### src/common/nhp_pkg.sv
/*
  Shared constants for the nibble host port and common scanner: register
  map, instruction fields, scan duty figures and reset values.
  Assumes a 32-bit AHB-Lite register bus decoding the low address byte.
*/
// Summary of operation
// - Bus width chosen only by instruction, never pin.
// - Nibble mode uses only the upper data lines.
// - Byte completes after two nibble transfers.
// - Status read also takes two nibble strobes.
// - Scan 8, 11 or 16 commons per configuration.
// - Two lines only with the 5x8 font.
// - Five segments per character position, 40 total.
// - Every cell includes a cursor row.
// - Instruction selects lines and font for scanning.
// - Width bit 0 nibbles, 1 full bytes.
// - Line-count bit 1 two lines, 0 one.
// - Font bit 0 5x8, 1 5x10.
// - Status top bit is busy; busy refuses writes.
package nhp_pkg;
  localparam int unsigned SYNC_W = 11;
  // Register byte offsets on the bus.
  localparam logic [7:0] OFF_CONFIG = 8'h00;
  localparam logic [7:0] OFF_STATUS = 8'h04;
  localparam logic [7:0] OFF_RXDATA = 8'h08;
  localparam logic [7:0] OFF_TXDATA = 8'h0C;
  localparam logic [7:0] OFF_SEGLO  = 8'h10;
  localparam logic [7:0] OFF_SEGHI  = 8'h14;
  localparam logic [7:0] OFF_SCAN   = 8'h18;
  // Configuration instruction layout.
  localparam logic [2:0] FS_OPCODE = 3'h1;
  localparam int unsigned FS_OP_LSB = 5;
  localparam int unsigned FS_WIDTH  = 4;
  localparam int unsigned FS_LINES  = 3;
  localparam int unsigned FS_FONT   = 2;
  localparam int unsigned BUSY_BIT  = 7;
  localparam int unsigned RX_VALID_BIT = 31;
  // Common counts per configuration, each including the cursor row.
  localparam logic [4:0] NCOM_1L_5X8  = 5'h08;
  localparam logic [4:0] NCOM_1L_5X10 = 5'h0B;
  localparam logic [4:0] NCOM_2L_5X8  = 5'h10;
  localparam int unsigned SEG_N  = 40;
  localparam int unsigned COM_N  = 16;
  // Reset leaves the port in full-byte mode, one line, 5x8.
  localparam logic RST_WIDTH8 = 1'b1;
  localparam logic RST_LINES2 = 1'b0;
  localparam logic RST_FONT10 = 1'b0;
  localparam logic [7:0] OE_UPPER = 8'hF0;
  localparam logic [7:0] OE_ALL   = 8'hFF;
endpackage

### src/common/nhp_if.sv
/*
  Valid/ready stream carrying one received byte and its select flag.
  Assumes both ends run on the same clock.
*/
`timescale 1ns/1ns
`default_nettype none
interface nhp_if #(parameter int unsigned W = 9);
  logic         valid;
  logic         ready;
  logic [W-1:0] data;
  modport src (output valid, output data, input ready);
  modport snk (input valid, input data, output ready);
endinterface
`default_nettype wire

### src/hw/nhp_buf.sv
/*
  Small FIFO between the host port and the register bus.
  Assumes one clock and a power-of-two depth.
*/
`timescale 1ns/1ns
`default_nettype none
module nhp_buf #(
  parameter int unsigned W     = 9,
  parameter int unsigned DEPTH = 2
) (
  // Clock and reset
  input  wire logic ref_clk,
  input  wire logic reset_n,
  // Streams
  nhp_if.snk        wr,
  nhp_if.src        rd
);
  localparam int unsigned AW = (DEPTH > 1) ? $clog2(DEPTH) : 1;
  if (DEPTH < 2 || (DEPTH & (DEPTH - 1)) != 0)
  begin : g_bad_depth
    $error("nhp_buf depth must be a power of two of at least two");
  end

  logic [W-1:0]  mem_ff [DEPTH];
  logic [AW-1:0] wptr_ff, nxt_wptr;
  logic [AW-1:0] rptr_ff, nxt_rptr;
  logic [AW:0]   cnt_ff,  nxt_cnt;
  logic          push, pop;

  assign wr.ready = (cnt_ff < (AW + 1)'(DEPTH));
  assign rd.valid = (cnt_ff != '0);
  assign rd.data  = mem_ff[rptr_ff];

  always_comb
  begin
    push     = wr.valid & wr.ready;
    pop      = rd.valid & rd.ready;
    nxt_wptr = push ? wptr_ff + 1'b1 : wptr_ff;
    nxt_rptr = pop ? rptr_ff + 1'b1 : rptr_ff;
    nxt_cnt  = cnt_ff + (AW + 1)'(push) - (AW + 1)'(pop);
  end

  always_ff @(posedge ref_clk or negedge reset_n)
  begin
    if (!reset_n)
    begin
      wptr_ff <= '0;
      rptr_ff <= '0;
      cnt_ff  <= '0;
    end
    else
    begin
      wptr_ff <= nxt_wptr;
      rptr_ff <= nxt_rptr;
      cnt_ff  <= nxt_cnt;
    end
  end

  // Storage needs no reset; entries are only read once counted.
  always_ff @(posedge ref_clk)
  begin
    if (push)
    begin
      mem_ff[wptr_ff] <= wr.data;
    end
  end
endmodule // nhp_buf
`default_nettype wire

### src/hw/nhp_scan.sv
/*
  Common-line scanner: steps one active common per slot tick.
  Assumes the slot tick is a one-cycle enable on the same clock.
*/
`timescale 1ns/1ns
`default_nettype none
module nhp_scan (
  // Clock and reset
  input  wire logic        ref_clk,
  input  wire logic        reset_n,
  // Control
  input  wire logic        slot_tick,
  input  wire logic [4:0]  ncom,
  // Scan state
  output logic      [3:0]  com_idx_ff,
  output logic      [15:0] com_out_ff
);
  logic [3:0]  nxt_idx;
  logic [15:0] nxt_com;
  logic [4:0]  last;

  always_comb
  begin
    last    = ncom - 5'h01;
    nxt_idx = com_idx_ff;
    if ({1'b0, com_idx_ff} >= last)
    begin
      nxt_idx = slot_tick ? 4'h0 : (({1'b0, com_idx_ff} > last) ? 4'h0 : com_idx_ff);
    end
    else if (slot_tick)
    begin
      nxt_idx = com_idx_ff + 4'h1;
    end
    nxt_com = 16'h0001 << nxt_idx;
  end

  always_ff @(posedge ref_clk or negedge reset_n)
  begin
    if (!reset_n)
    begin
      com_idx_ff <= 4'h0;
      com_out_ff <= 16'h0001;
    end
    else
    begin
      com_idx_ff <= nxt_idx;
      com_out_ff <= nxt_com;
    end
  end
endmodule // nhp_scan
`default_nettype wire

### src/hw/nhp_top.sv
/*
  Nibble/byte host port with configuration decode, receive buffer,
  AHB-Lite register slave and common scanning.
  Assumes the host strobe pins are asynchronous and the AHB master is
  the only one on the bus.
*/
`timescale 1ns/1ns
`default_nettype none
module nhp_top #(
  parameter int unsigned SLOT_CYCLES = 1000
) (
  // Clock and reset
  input  wire logic        ref_clk,
  input  wire logic        reset_n,
  // AHB-Lite slave
  input  wire logic        hsel,
  input  wire logic [31:0] haddr,
  input  wire logic [1:0]  htrans,
  input  wire logic        hwrite,
  input  wire logic [2:0]  hsize,
  input  wire logic [31:0] hwdata,
  input  wire logic        hready,
  output logic             hreadyout,
  output logic      [31:0] hrdata,
  output logic             hresp,
  // Host pins
  input  wire logic        register_select_strobe,
  input  wire logic        read_write_select,
  input  wire logic        pin_e,
  input  wire logic [7:0]  pin_db_in,
  output logic      [7:0]  pin_db_out,
  output logic      [7:0]  pin_db_oe,
  // Display drive
  output logic      [15:0] com_out,
  output logic      [39:0] seg_out
);
  localparam int unsigned CW = $clog2(SLOT_CYCLES + 1);
  if (SLOT_CYCLES < 2)
  begin : g_bad_slot
    $error("nhp_top slot length must be at least two cycles");
  end

  function automatic logic [4:0] ncom_of(input logic lines2, input logic font10);
    // two lines force the 5x8 font
    if (lines2)
      return nhp_pkg::NCOM_2L_5X8;
    else if (font10)
      return nhp_pkg::NCOM_1L_5X10;
    else
      return nhp_pkg::NCOM_1L_5X8;
  endfunction

  // ----------------------------------------------------------------
  // Pin synchronisers
  // ----------------------------------------------------------------
  logic [nhp_pkg::SYNC_W-1:0] sy1_ff, sy2_ff;
  logic e_d_ff;
  logic rs_s, rw_s, e_s, e_fall;
  logic [7:0] db_s;

  always_ff @(posedge ref_clk or negedge reset_n)
  begin
    if (!reset_n)
    begin
      sy1_ff <= '0;
      sy2_ff <= '0;
      e_d_ff <= 1'b0;
    end
    else
    begin
      sy1_ff <= {register_select_strobe, read_write_select, pin_e, pin_db_in};
      sy2_ff <= sy1_ff;
      e_d_ff <= sy2_ff[8];
    end
  end

  assign rs_s   = sy2_ff[10];
  assign rw_s   = sy2_ff[9];
  assign e_s    = sy2_ff[8];
  assign db_s   = sy2_ff[7:0];
  assign e_fall = e_d_ff & ~e_s;

  // ----------------------------------------------------------------
  // Receive buffer
  // ----------------------------------------------------------------
  nhp_if #(.W(9)) rx_in ();
  nhp_if #(.W(9)) rx_out ();

  nhp_buf #(.W(9), .DEPTH(2)) u_buf (
    .ref_clk (ref_clk),
    .reset_n (reset_n),
    .wr      (rx_in),
    .rd      (rx_out)
  );

  // ----------------------------------------------------------------
  // Host port
  // ----------------------------------------------------------------
  logic       bus_width_select_ff, nxt_width8;
  logic       lines2_ff, nxt_lines2;
  logic       font10_ff, nxt_font10;
  logic       phase_ff, nxt_phase;
  logic [3:0] hinib_ff, nxt_hinib;
  logic       busy_ff, nxt_busy;
  logic [6:0] ram_pointer_ff, nxt_ptr;
  logic [7:0] db_out_ff, nxt_db_out;
  logic [7:0] db_oe_ff, nxt_db_oe;
  logic       wr_done, accept, fs, busy_indication;
  logic [7:0] wr_byte, rd_byte;
  logic       wr_pend_ff, nxt_wr_pend;
  logic [7:0] wr_addr_ff, nxt_wr_addr;
  logic [7:0] tx_ff, nxt_tx;
  logic       sw_status;

  assign sw_status       = wr_pend_ff && (wr_addr_ff == nhp_pkg::OFF_STATUS);
  // Back-pressure from the buffer shows to the host as busy.
  assign busy_indication = busy_ff | ~rx_in.ready;
  assign rx_in.valid     = accept;
  assign rx_in.data      = {rs_s, wr_byte};

  always_comb
  begin
    nxt_width8 = bus_width_select_ff;
    nxt_lines2 = lines2_ff;
    nxt_font10 = font10_ff;
    nxt_phase  = phase_ff;
    nxt_hinib  = hinib_ff;
    nxt_ptr    = sw_status ? hwdata[6:0] : ram_pointer_ff;
    wr_done    = 1'b0;
    wr_byte    = 8'h00;
    if (e_fall && !rw_s)
    begin
      if (bus_width_select_ff)
      begin
        wr_done = 1'b1;
        wr_byte = db_s;
      end
      else if (!phase_ff)
      begin
        nxt_hinib = db_s[7:4];
        nxt_phase = 1'b1;
      end
      else
      begin
        wr_done   = 1'b1;
        wr_byte   = {hinib_ff, db_s[7:4]};
        nxt_phase = 1'b0;
      end
    end
    if (e_fall && rw_s && !bus_width_select_ff)
    begin
      nxt_phase = ~phase_ff;
    end
    accept = wr_done & ~busy_indication;
    fs = accept && !rs_s
      && (wr_byte[nhp_pkg::FS_OP_LSB +: 3] == nhp_pkg::FS_OPCODE);
    if (fs)
    begin
      nxt_width8 = wr_byte[nhp_pkg::FS_WIDTH];
      nxt_lines2 = wr_byte[nhp_pkg::FS_LINES];
      nxt_font10 = wr_byte[nhp_pkg::FS_FONT];
    end
    // host waits out busy; hardware set wins over clear
    nxt_busy = accept | (sw_status ? hwdata[nhp_pkg::BUSY_BIT] : busy_ff);
    // busy in the top status bit
    rd_byte    = rs_s ? tx_ff : {busy_indication, ram_pointer_ff};
    nxt_db_out = 8'h00;
    nxt_db_oe  = 8'h00;
    if (e_s && rw_s)
    begin
      if (bus_width_select_ff)
      begin
        nxt_db_out = rd_byte;
        nxt_db_oe  = nhp_pkg::OE_ALL;
      end
      // only upper lines driven in nibble mode
      else
      begin
        nxt_db_out = {phase_ff ? rd_byte[3:0] : rd_byte[7:4], 4'h0};
        nxt_db_oe  = nhp_pkg::OE_UPPER;
      end
    end
  end

  always_ff @(posedge ref_clk or negedge reset_n)
  begin
    if (!reset_n)
    begin
      bus_width_select_ff <= nhp_pkg::RST_WIDTH8;
      lines2_ff           <= nhp_pkg::RST_LINES2;
      font10_ff           <= nhp_pkg::RST_FONT10;
      phase_ff            <= 1'b0;
      hinib_ff            <= 4'h0;
      busy_ff             <= 1'b0;
      ram_pointer_ff      <= 7'h00;
      db_out_ff           <= 8'h00;
      db_oe_ff            <= 8'h00;
    end
    else
    begin
      bus_width_select_ff <= nxt_width8;
      lines2_ff           <= nxt_lines2;
      font10_ff           <= nxt_font10;
      phase_ff            <= nxt_phase;
      hinib_ff            <= nxt_hinib;
      busy_ff             <= nxt_busy;
      ram_pointer_ff      <= nxt_ptr;
      db_out_ff           <= nxt_db_out;
      db_oe_ff            <= nxt_db_oe;
    end
  end

  assign pin_db_out = db_out_ff;
  assign pin_db_oe  = db_oe_ff;

  // ----------------------------------------------------------------
  // Slot divider and scanner
  // ----------------------------------------------------------------
  logic [CW-1:0] div_ff, nxt_div;
  logic          tick_ff, nxt_tick;
  logic [3:0]    com_idx;
  logic [4:0]    ncom;

  assign ncom = ncom_of(lines2_ff, font10_ff);

  always_comb
  begin
    nxt_tick = (div_ff == CW'(SLOT_CYCLES - 1));
    nxt_div  = nxt_tick ? '0 : div_ff + 1'b1;
  end

  always_ff @(posedge ref_clk or negedge reset_n)
  begin
    if (!reset_n)
    begin
      div_ff  <= '0;
      tick_ff <= 1'b0;
    end
    else
    begin
      div_ff  <= nxt_div;
      tick_ff <= nxt_tick;
    end
  end

  nhp_scan u_scan (
    .ref_clk    (ref_clk),
    .reset_n    (reset_n),
    .slot_tick  (tick_ff),
    .ncom       (ncom),
    .com_idx_ff (com_idx),
    .com_out_ff (com_out)
  );

  // ----------------------------------------------------------------
  // AHB-Lite register slave
  // ----------------------------------------------------------------
  logic [31:0] hrdata_ff, nxt_hrdata;
  logic [31:0] seglo_ff, nxt_seglo;
  logic [7:0]  seghi_ff, nxt_seghi;
  logic        aph;

  always_comb
  begin
    aph          = hsel & hready & htrans[1];
    nxt_wr_pend  = aph & hwrite;
    nxt_wr_addr  = haddr[7:0];
    nxt_hrdata   = 32'h0000_0000;
    nxt_tx       = tx_ff;
    nxt_seglo    = seglo_ff;
    nxt_seghi    = seghi_ff;
    rx_out.ready = 1'b0;
    if (aph && !hwrite)
    begin
      case (haddr[7:0])
        nhp_pkg::OFF_CONFIG: nxt_hrdata[7:0] = {ncom, font10_ff, lines2_ff, bus_width_select_ff};
        nhp_pkg::OFF_STATUS: nxt_hrdata[7:0] = {busy_indication, ram_pointer_ff};
        nhp_pkg::OFF_RXDATA:
        begin
          nxt_hrdata[8:0] = rx_out.data;
          nxt_hrdata[nhp_pkg::RX_VALID_BIT] = rx_out.valid;
          // Reading the word pops it; an empty read returns valid clear.
          rx_out.ready = 1'b1;
        end
        nhp_pkg::OFF_TXDATA: nxt_hrdata[7:0] = tx_ff;
        nhp_pkg::OFF_SEGLO:  nxt_hrdata = seglo_ff;
        nhp_pkg::OFF_SEGHI:  nxt_hrdata[7:0] = seghi_ff;
        nhp_pkg::OFF_SCAN:   nxt_hrdata[3:0] = com_idx;
        default:             nxt_hrdata = 32'h0000_0000;
      endcase
    end
    if (wr_pend_ff)
    begin
      case (wr_addr_ff)
        nhp_pkg::OFF_TXDATA: nxt_tx = hwdata[7:0];
        nhp_pkg::OFF_SEGLO:  nxt_seglo = hwdata;
        nhp_pkg::OFF_SEGHI:  nxt_seghi = hwdata[7:0];
        default:             nxt_tx = tx_ff;
      endcase
    end
  end

  always_ff @(posedge ref_clk or negedge reset_n)
  begin
    if (!reset_n)
    begin
      hrdata_ff  <= 32'h0000_0000;
      wr_pend_ff <= 1'b0;
      wr_addr_ff <= 8'h00;
      tx_ff      <= 8'h00;
      seglo_ff   <= 32'h0000_0000;
      seghi_ff   <= 8'h00;
    end
    else
    begin
      hrdata_ff  <= nxt_hrdata;
      wr_pend_ff <= nxt_wr_pend;
      wr_addr_ff <= nxt_wr_addr;
      tx_ff      <= nxt_tx;
      seglo_ff   <= nxt_seglo;
      seghi_ff   <= nxt_seghi;
    end
  end

  // Zero wait states and OKAY only, so these stay constant.
  assign hreadyout = 1'b1;
  assign hresp     = 1'b0;
  assign hrdata    = hrdata_ff;
  // five segments per position, 40 outputs
  assign seg_out   = {seghi_ff, seglo_ff};
endmodule // nhp_top
`default_nettype wire

### config.mk
export PLATFORM = sky130hd
export DESIGN_NAME = nhp_top
export DESIGN_NICKNAME = d
export VERILOG_FILES = /design/src/common/nhp_pkg.sv /design/src/common/nhp_if.sv /design/src/hw/nhp_buf.sv /design/src/hw/nhp_scan.sv /design/src/hw/nhp_top.sv
export SDC_FILE = /design/constraint.sdc
export NUM_CORES = 1
export LEC_CHECK = 0
export BUFFER_PORTS_ARGS = -buffer_cell sky130_fd_sc_hd__buf_2
export CAP_MARGIN = 5
export CELL_PAD_IN_SITES_DETAIL_PLACEMENT = 1
export CELL_PAD_IN_SITES_GLOBAL_PLACEMENT = 2
export CORE_MARGIN = 4
export CORE_UTILIZATION = 37
export CTS_BUF_LIST = sky130_fd_sc_hd__clkbuf_4
export DETAILED_ROUTE_END_ITERATION = 16
export PLACE_DENSITY_LB_ADDON = 0.1
export RECOVER_POWER = 50
export SLEW_MARGIN = 15
export SYNTH_ARGS = -nofsm -noshare
export SYNTH_HDL_FRONTEND = slang
export SYNTH_SLANG_ARGS = --single-unit
### constraint.sdc
create_clock -name ref_clk -period 2.6 [get_ports ref_clk]
set_input_delay 0.52 -clock ref_clk [delete_from_list [all_inputs] [get_ports ref_clk]]
set_output_delay 0.52 -clock ref_clk [all_outputs]
set_load 0.005 [all_outputs]
# Word level (Yosys, flattened, before mapping)
# Memories as Yosys holds them, arrays and structs flattened.
# Cells that the tools add are included.
# Widths: inputs -> output; s select.
[op_classes]
n_addsub = 7
n_eq_ne = 13
mux = 34
bitwise_logic = 14
n_lt_le_gt_ge = 3
n_reduce_logical = 20
shifts = 1
[ops]
columns = ["operator", "n"]
rows = [
  ["$mux 8", 7],
  ["$eq 8x5->1 const B", 5],
  ["$mux 32", 1],
  ["$pmux 4 s7", 1],
  ["$eq 8x4->1 const B", 3],
  ["$mux 4", 6],
  ["$pmux 4 s6", 1],
  ["$mux 22", 1],
  ["$eq 8x3->1 const B", 2],
  ["$shl 1x4->16 const A", 1],
  ["$mux 1", 12],
  ["$add 10x1->10 const B", 1],
  ["$eq 10x10->1 const B", 1],
  ["$mux 10", 1],
  ["$logic_and 1x1->1", 8],
  ["$logic_not 8->1", 1],
  ["$reduce_and 2->1", 4],
  ["$and 1x1->1", 7],
  ["$ge 4x5->1", 1],
  ["$gt 4x5->1", 1],
  ["$mux 5", 1],
  ["$not 1->1", 5],
  ["$sub 5x1->5 const B", 1],
  ["$add 4x1->4 const B", 1],
  ["12 further kinds", 19],
]
[totals]
out_inout_bits = 106
inputBits = 85
mem_count = 1
word_cells = 118
ram_bits = 18
ff_bits = 179
[mem_list]
columns = ["name", "words", "width", "read_ports", "rd_clocked_by_memory_dff", "write_ports", "line_no", "source"]
rows = [
  ["u_buf.mem_ff", 2, 9, 1, 0, 1, "nhp_buf.sv:24", "logic [W-1:0] mem_ff [DEPTH];"],
]

# Depth between registers and ports, before layout
[depth]
ltp_word = 8
mapped_depth = 9
ltp_nobuf = 9

# Modules after synthesis
# A second synthesis with hierarchy kept.
[hier_totals]
hier_cells = 586
hier_area_um2 = 8032.7
[by_module_without_submodules]
columns = ["mod", "area_per_inst_um2", "cells_per_inst", "seq_area_each_um2", "n_inst"]
rows = [
  ["nhp_top", 6018.3, 437, 3729.8, 1],
  ["nhp_scan", 1147.4, 101, 501.7, 1],
  ["nhp_buf", 867.1, 48, 640.6, 1],
]

# Worst setup path before layout
# Ideal clock, no wire load.
[synth_path]
kind = "reg-to-reg"
start = "register lines2_ff"
end = "register u_scan.com_out_ff[0]"
path_slack_ns = 0.348
setup_ns = 0.082
t_arrival_ns = 2.170
synth_period_minus_slack_ns = 2.252
t_required_ns = 2.518
n_path_buf = 0
stages_incl_launch_ff = 10
cell_sequence = "dfrtp_1 nor2b_4 inv_1 ha_1 nor2b_1 o31a_4 and4b_4 a221oi_4 inv_4 nor3_1"
[synth_via]
elab_chain_cells = 7
elab_cells_between_ends = 8
cone_classes = "1 x add/sub; 2 x order compare; 1 x shift; 4 x mux"
[synth_lines]
columns = ["element", "line_no", "source"]
rows = [
  ["from (decl)", "nhp_top.sv:100", "logic lines2_ff, nxt_lines2;"],
  ["from (signal assigned)", "nhp_top.sv:190", "lines2_ff <= nhp_pkg::RST_LINES2;"],
  ["from (signal assigned)", "nhp_top.sv:202", "lines2_ff <= nxt_lines2;"],
  ["$mux 5 *", "nhp_top.sv:45", "if (lines2)"],
  ["$sub 5x1->5 *", "nhp_scan.sv:24", "last = ncom - 5'h01;"],
  ["$gt 4x5->1", "nhp_scan.sv:28", "nxt_idx = slot_tick ? 4'h0 : (({1'b0, com_idx_ff} > last) ? 4'h0 : com_idx_ff);"],
  ["$mux 4 (2 in series)", "nhp_scan.sv:28", ""],
  ["$mux 4 *", "nhp_scan.sv:26", "if ({1'b0, com_idx_ff} >= last)"],
  ["via u_scan.nxt_idx[2]", "nhp_scan.sv:18", "logic [3:0] nxt_idx;"],
  ["$shl 1x4->16 *", "nhp_scan.sv:34", "nxt_com = 16'h0001 << nxt_idx;"],
  ["via u_scan.nxt_com[0]", "nhp_scan.sv:19", "logic [15:0] nxt_com;"],
  ["to (signal assigned)", "nhp_scan.sv:47", "com_out_ff <= nxt_com;"],
  ["to (decl)", "nhp_scan.sv:16", "output logic [15:0] com_out_ff"],
]
# The timed path passes the listed nets; every way through them passes the cells marked *.
# A chain may end at the register's enable or synchronous reset.

# Final worst setup path
[layout_path]
start = "input haddr[0]"
end = "register u_buf.cnt_ff[1]"
[layout_via]
elab_chain_cells = 5
[layout_lines]
columns = ["element", "line_no", "source"]
rows = [
  ["from (decl)", "nhp_top.sv:17", "input wire logic [31:0] haddr,"],
  ["$eq 8x4->1", "nhp_top.sv:275", "case (haddr[7:0])"],
  ["$mux 1", "nhp_top.sv:275", ""],
  ["$mux 1", "nhp_top.sv:273", "if (aph && !hwrite)"],
  ["$and 1x1->1", "nhp_buf.sv:37", "pop = rd.valid & rd.ready;"],
  ["via u_buf.pop", "nhp_buf.sv:28", "logic push, pop;"],
  ["$sub 2x1->2", "nhp_buf.sv:40", "nxt_cnt = cnt_ff + (AW + 1)'(push) - (AW + 1)'(pop);"],
  ["via u_buf.nxt_cnt[1]", "nhp_buf.sv:27", "logic [AW:0] cnt_ff, nxt_cnt;"],
  ["to (signal assigned)", "nhp_buf.sv:55", "cnt_ff <= nxt_cnt;"],
  ["to (decl)", "nhp_buf.sv:27", ""],
]
# The timed path passes the listed nets, and every way through them passes these cells.

==> results.py <==
metrics = {
    "status": {
        "status": "complete, but fails checks",
        "violations": "capacitance limit, slew limit",
    },
    "global_route": {
        "grt_pass1_vias": 5462,
        "antenna_found_initial": 1,
        "grt_max_degree": 65,
        "grt_use_total_pct": 16.6,
        "grt_pass1_wl_um": 29500,
        "grt_overflow_total": 0,
    },
    "yosys": {
        "yosysUniqueCellTypes": 61,
        "synthMuxAreaShare_pct": 12.5,
        "yosys_warnings": 0,
        "synth_compound_gate_area_share_pct": 6.82,
        "synthAdderAreaFrac_pct": 0.989,
        "synthArstFlopShare_pct": 90.6,
        "synth_ff_type": "dfrtp_1",
        "synthCells": 558,
        "syn_nets": 649,
        "syn_area_per_cell_um2": 13.6,
        "yosysSeqAreaShare_pct": 64.2,
        "synth_area_um2": 7590,
        "synth_top_family_by_area": "multiplexers",
        "synth_xor_xnor_area_share_pct": 1.37,
        "synth-simple-area-share_pct": 11.6,
        "ys_ff_latch": 191,
        "synth_edf_count": 18,
    },
    "route": {
        "finalWirelength_um": 18400,
        "vias": 5066,
        "vias_per_cell": 4.89,
        "drt-pass1-iter-count": 4,
        "antenna_left": 0,
        "wl_per_cell_um": 17.8,
        "drc": 0,
        "drt_iter0_drc": 222,
    },
    "power_and_ir_drop": {
        "combPwrFrac_pct": 7.0,
        "p_int_mw": 3.87,
        "clock_power_share_pct": 33.0,
        "p_leak_nw": 4.53,
        "power_density_nw_per_um2": 562,
        "seq_power_share_pct": 59.9,
        "swShare_pct": 26.1,
        "p_sw_mw": 1.37,
        "total_power_mw": 5.24,
        "peakVddDrop_mv": 0.333,
    },
    "floorplanning": {
        "die_w_um": 151,
        "die_y_um": 151,
        "ioPinCount": 191,
        "fp.coreArea_um2": 20200,
        "dieArea_um2": 22900,
        "rows": 52,
        "start_util_pct": 37.5,
    },
    "timing": {
        "setup-violations-final": 0,
        "finalSetupTns_ns": 0,
        "maxSlewHeadroom_pct": -8.41,
        "worst_slew_pin_slew_ns": 1.63,
        "skew_ns": 0.0215,
        "fmax_ghz": 0.403,
        "fin_crit_ns": 2.48,
        "finalHoldViolCount": 0,
        "final-max-slew-violation-count": 63,
        "final.period_utilization_pct": 95.5,
        "rsz0062_at_grt": "no",
    },
    "cts": {
        "path_clk_slew_ns": 0.16,
        "cts_inserted_buffers": 17,
        "cts.htree.levels": 4,
        "cts_buffer_depth": 2,
        "cts_tree": "done",
        "clock_sinks": 191,
        "cts-root-buf": "clkbuf_4",
        "clock_latency_ns": 0.56,
    },
    "hold_path": {
        "hold_class": "in -> reg",
    },
    "placement": {
        "dp_hpwl_um": 13600,
        "gp_congestion": 0.768,
        "port_buffers": 160,
        "place_area_um2": 8850,
    },
    "final_layout": {
        "design_area_um2": 9320,
        "area_delta_synth_final_pct": 22.8,
        "final_nets": 842,
        "post-route-util_pct": 46.1,
        "drive_gt1_share_pct": 39.0,
    },
    "run": {
        "cap_violations": 1,
    },
    "setup_path": {
        "cp_max_fo": 2,
        "end_kind": "flip-flop",
        "setup.worst_path.class": "in -> reg",
        "crit_required_ns": 3.10,
        "arrival_ns": 2.99,
        "cp-start-kind": "input pin",
    },
}
## routing by layer
layer	track usage, %	up-vias	routed length, um
met1	22.3	2562	8080
met3	3.74	14	928
met2	27.6	118	9180
li1	-	2372	-
met4	4.03	0	197
met5	0	-	0
## critical path, stage by stage
cell and delay [ns]:
dlygate4sd3_1 0.55, clkbuf_1 0.12, nor3_1 0.28, nand4b_1 0.28, or3_1 0.45, inv_1 0.07
ha_1 0.22, inv_1 0.06, ha_1 0.15, xnor2_1 0.14, xnor2_1 0.14
## timing repair
| item | in CTS | in global routing |
|---|---|---|
| endpoints found under the setup margin | 0 | 16 |
| buffers inserted | 0 | 1 |
| resized for setup | 0 | 8 |
| hold endpoints to repair | 67 | 6 |
| hold buffers | 9 | 6 |
## cell usage after synthesis (all sizes together) (5+ instances only)
cell type	count	share of area [%]
clkbuf	18	0.89
o21ai	9	0.59
a21oi	13	0.91
a22oi	13	1.3
xor2	5	0.58
dfrtp	171	56
nand2	20	0.99
mux2i	16	2.1
buf	11	0.99
xnor2	6	0.79
nor2b	7	0.68
edfxtp	18	7.1
inv	9	0.51
nand2b	6	0.49
nor2	38	1.9
nand3	9	0.59
mux2	64	9.5
or3	7	0.58
and2	31	2.6
a221oi	5	1.0
ha	6	0.99
nor3	21	1.4
## cells in the final DEF (no fill, tap or decap), types with 6 or more instances in the layout
master / instances
dfrtp_1: 170
buf_2: 152
mux2_2: 64
nor2_1: 37
and2_1: 30
nand2_1: 20
nor3_1: 20
edfxtp_1: 18
clkbuf_4: 17
buf_4: 17
mux2i_1: 16
dlygate4sd3_1: 15
a22oi_1: 13
clkbuf_1: 13
a21oi_1: 12
nand3_1: 9
o21ai_0: 9
or3_1: 7
inv_1: 6
nor2b_1: 6
nand2b_1: 6
ha_1: 6
## cell families (layout without fill, tap and decap cells)
group | Yosys count | in the layout
buffers and inverters | 38 | 244
DFF | 191 | 191
and+or+nand+nor | 161 | 161
adders and majority gates | 6 | 6
muxes | 83 | 83
xor gates and xnor gates | 11 | 11
other | 2 | 3
AOI/OAI and AO/OA | 66 | 66
## power by group through the flow
stage | Combinational (mW) | Sequential (mW) | Clock [mW]
2_1_floorplan | 0.178 | 3.18 | 0
3_3_place_gp | 0.361 | 3.20 | 0
3_5_place_dp | 0.369 | 3.20 | 0
4_1_cts | 0.382 | 3.14 | 1.81
5_1_grt | 0.418 | 3.16 | 1.94
6_report | 0.369 | 3.14 | 1.73
## per-stage QoR
| step | instances | worst slack (ns) | hold slack [ns] |
|---|---|---|---|
| CTS | 1027 | 0.0687 | 0.000957 |
| finish | 1035 | 0.117 | 0.0666 |
| global placement | 986 | 0.153 | 0.333 |
| detailed placement | 986 | 0.0909 | 0.336 |
| floorplan | 558 | 0.348 | 0.224 |
| global route | 1035 | 0.00106 | 0.00460 |
## worst paths after layout
kind | startpoint | endpoint | slack [ns] | cells after the start
worst max-delay path | haddr[0] | u_buf.cnt_ff[1]$_DFF_PN0_ | 0.12 | 11
worst min-delay path | pin_e | sy1_ff[8]$_DFF_PN0_ | 0.07 | 1
worst max register to register | lines2_ff$_DFFE_PN0P_ | u_scan.com_out_ff[14]$_DFF_PN0_ | 0.20 | 9
worst min register to register | sy1_ff[5]$_DFF_PN0_ | sy2_ff[5]$_DFF_PN0_ | 0.37 | 0
max in group asynchronous | reset_n | hinib_ff[3]$_DFFE_PN0P_ | 0.55 | 3
min in group asynchronous | reset_n | u_scan.com_out_ff[4]$_DFF_PN0_ | 0.88 | 2
## layout make-up
cell class	instances	area (um^2)
inverter	9	38.8
sequential	191	4870
clock inverter	15	195
timing repair buffer	203	1160
tap	270	338
multi-input combinational	329	2580
clock buffer	17	128
fill	2184	10900
antenna	1	2.50
## registers in the layout, summed over array words and instances (netlist names), 10 cells and up
signal and flops:
hrdata 32, seglo_ff 32, u_buf.mem_ff 18, u_scan.com_out_ff 16, sy1_ff 11, sy2_ff 11, div_ff 10
Power figures use the tool's default switching activity.
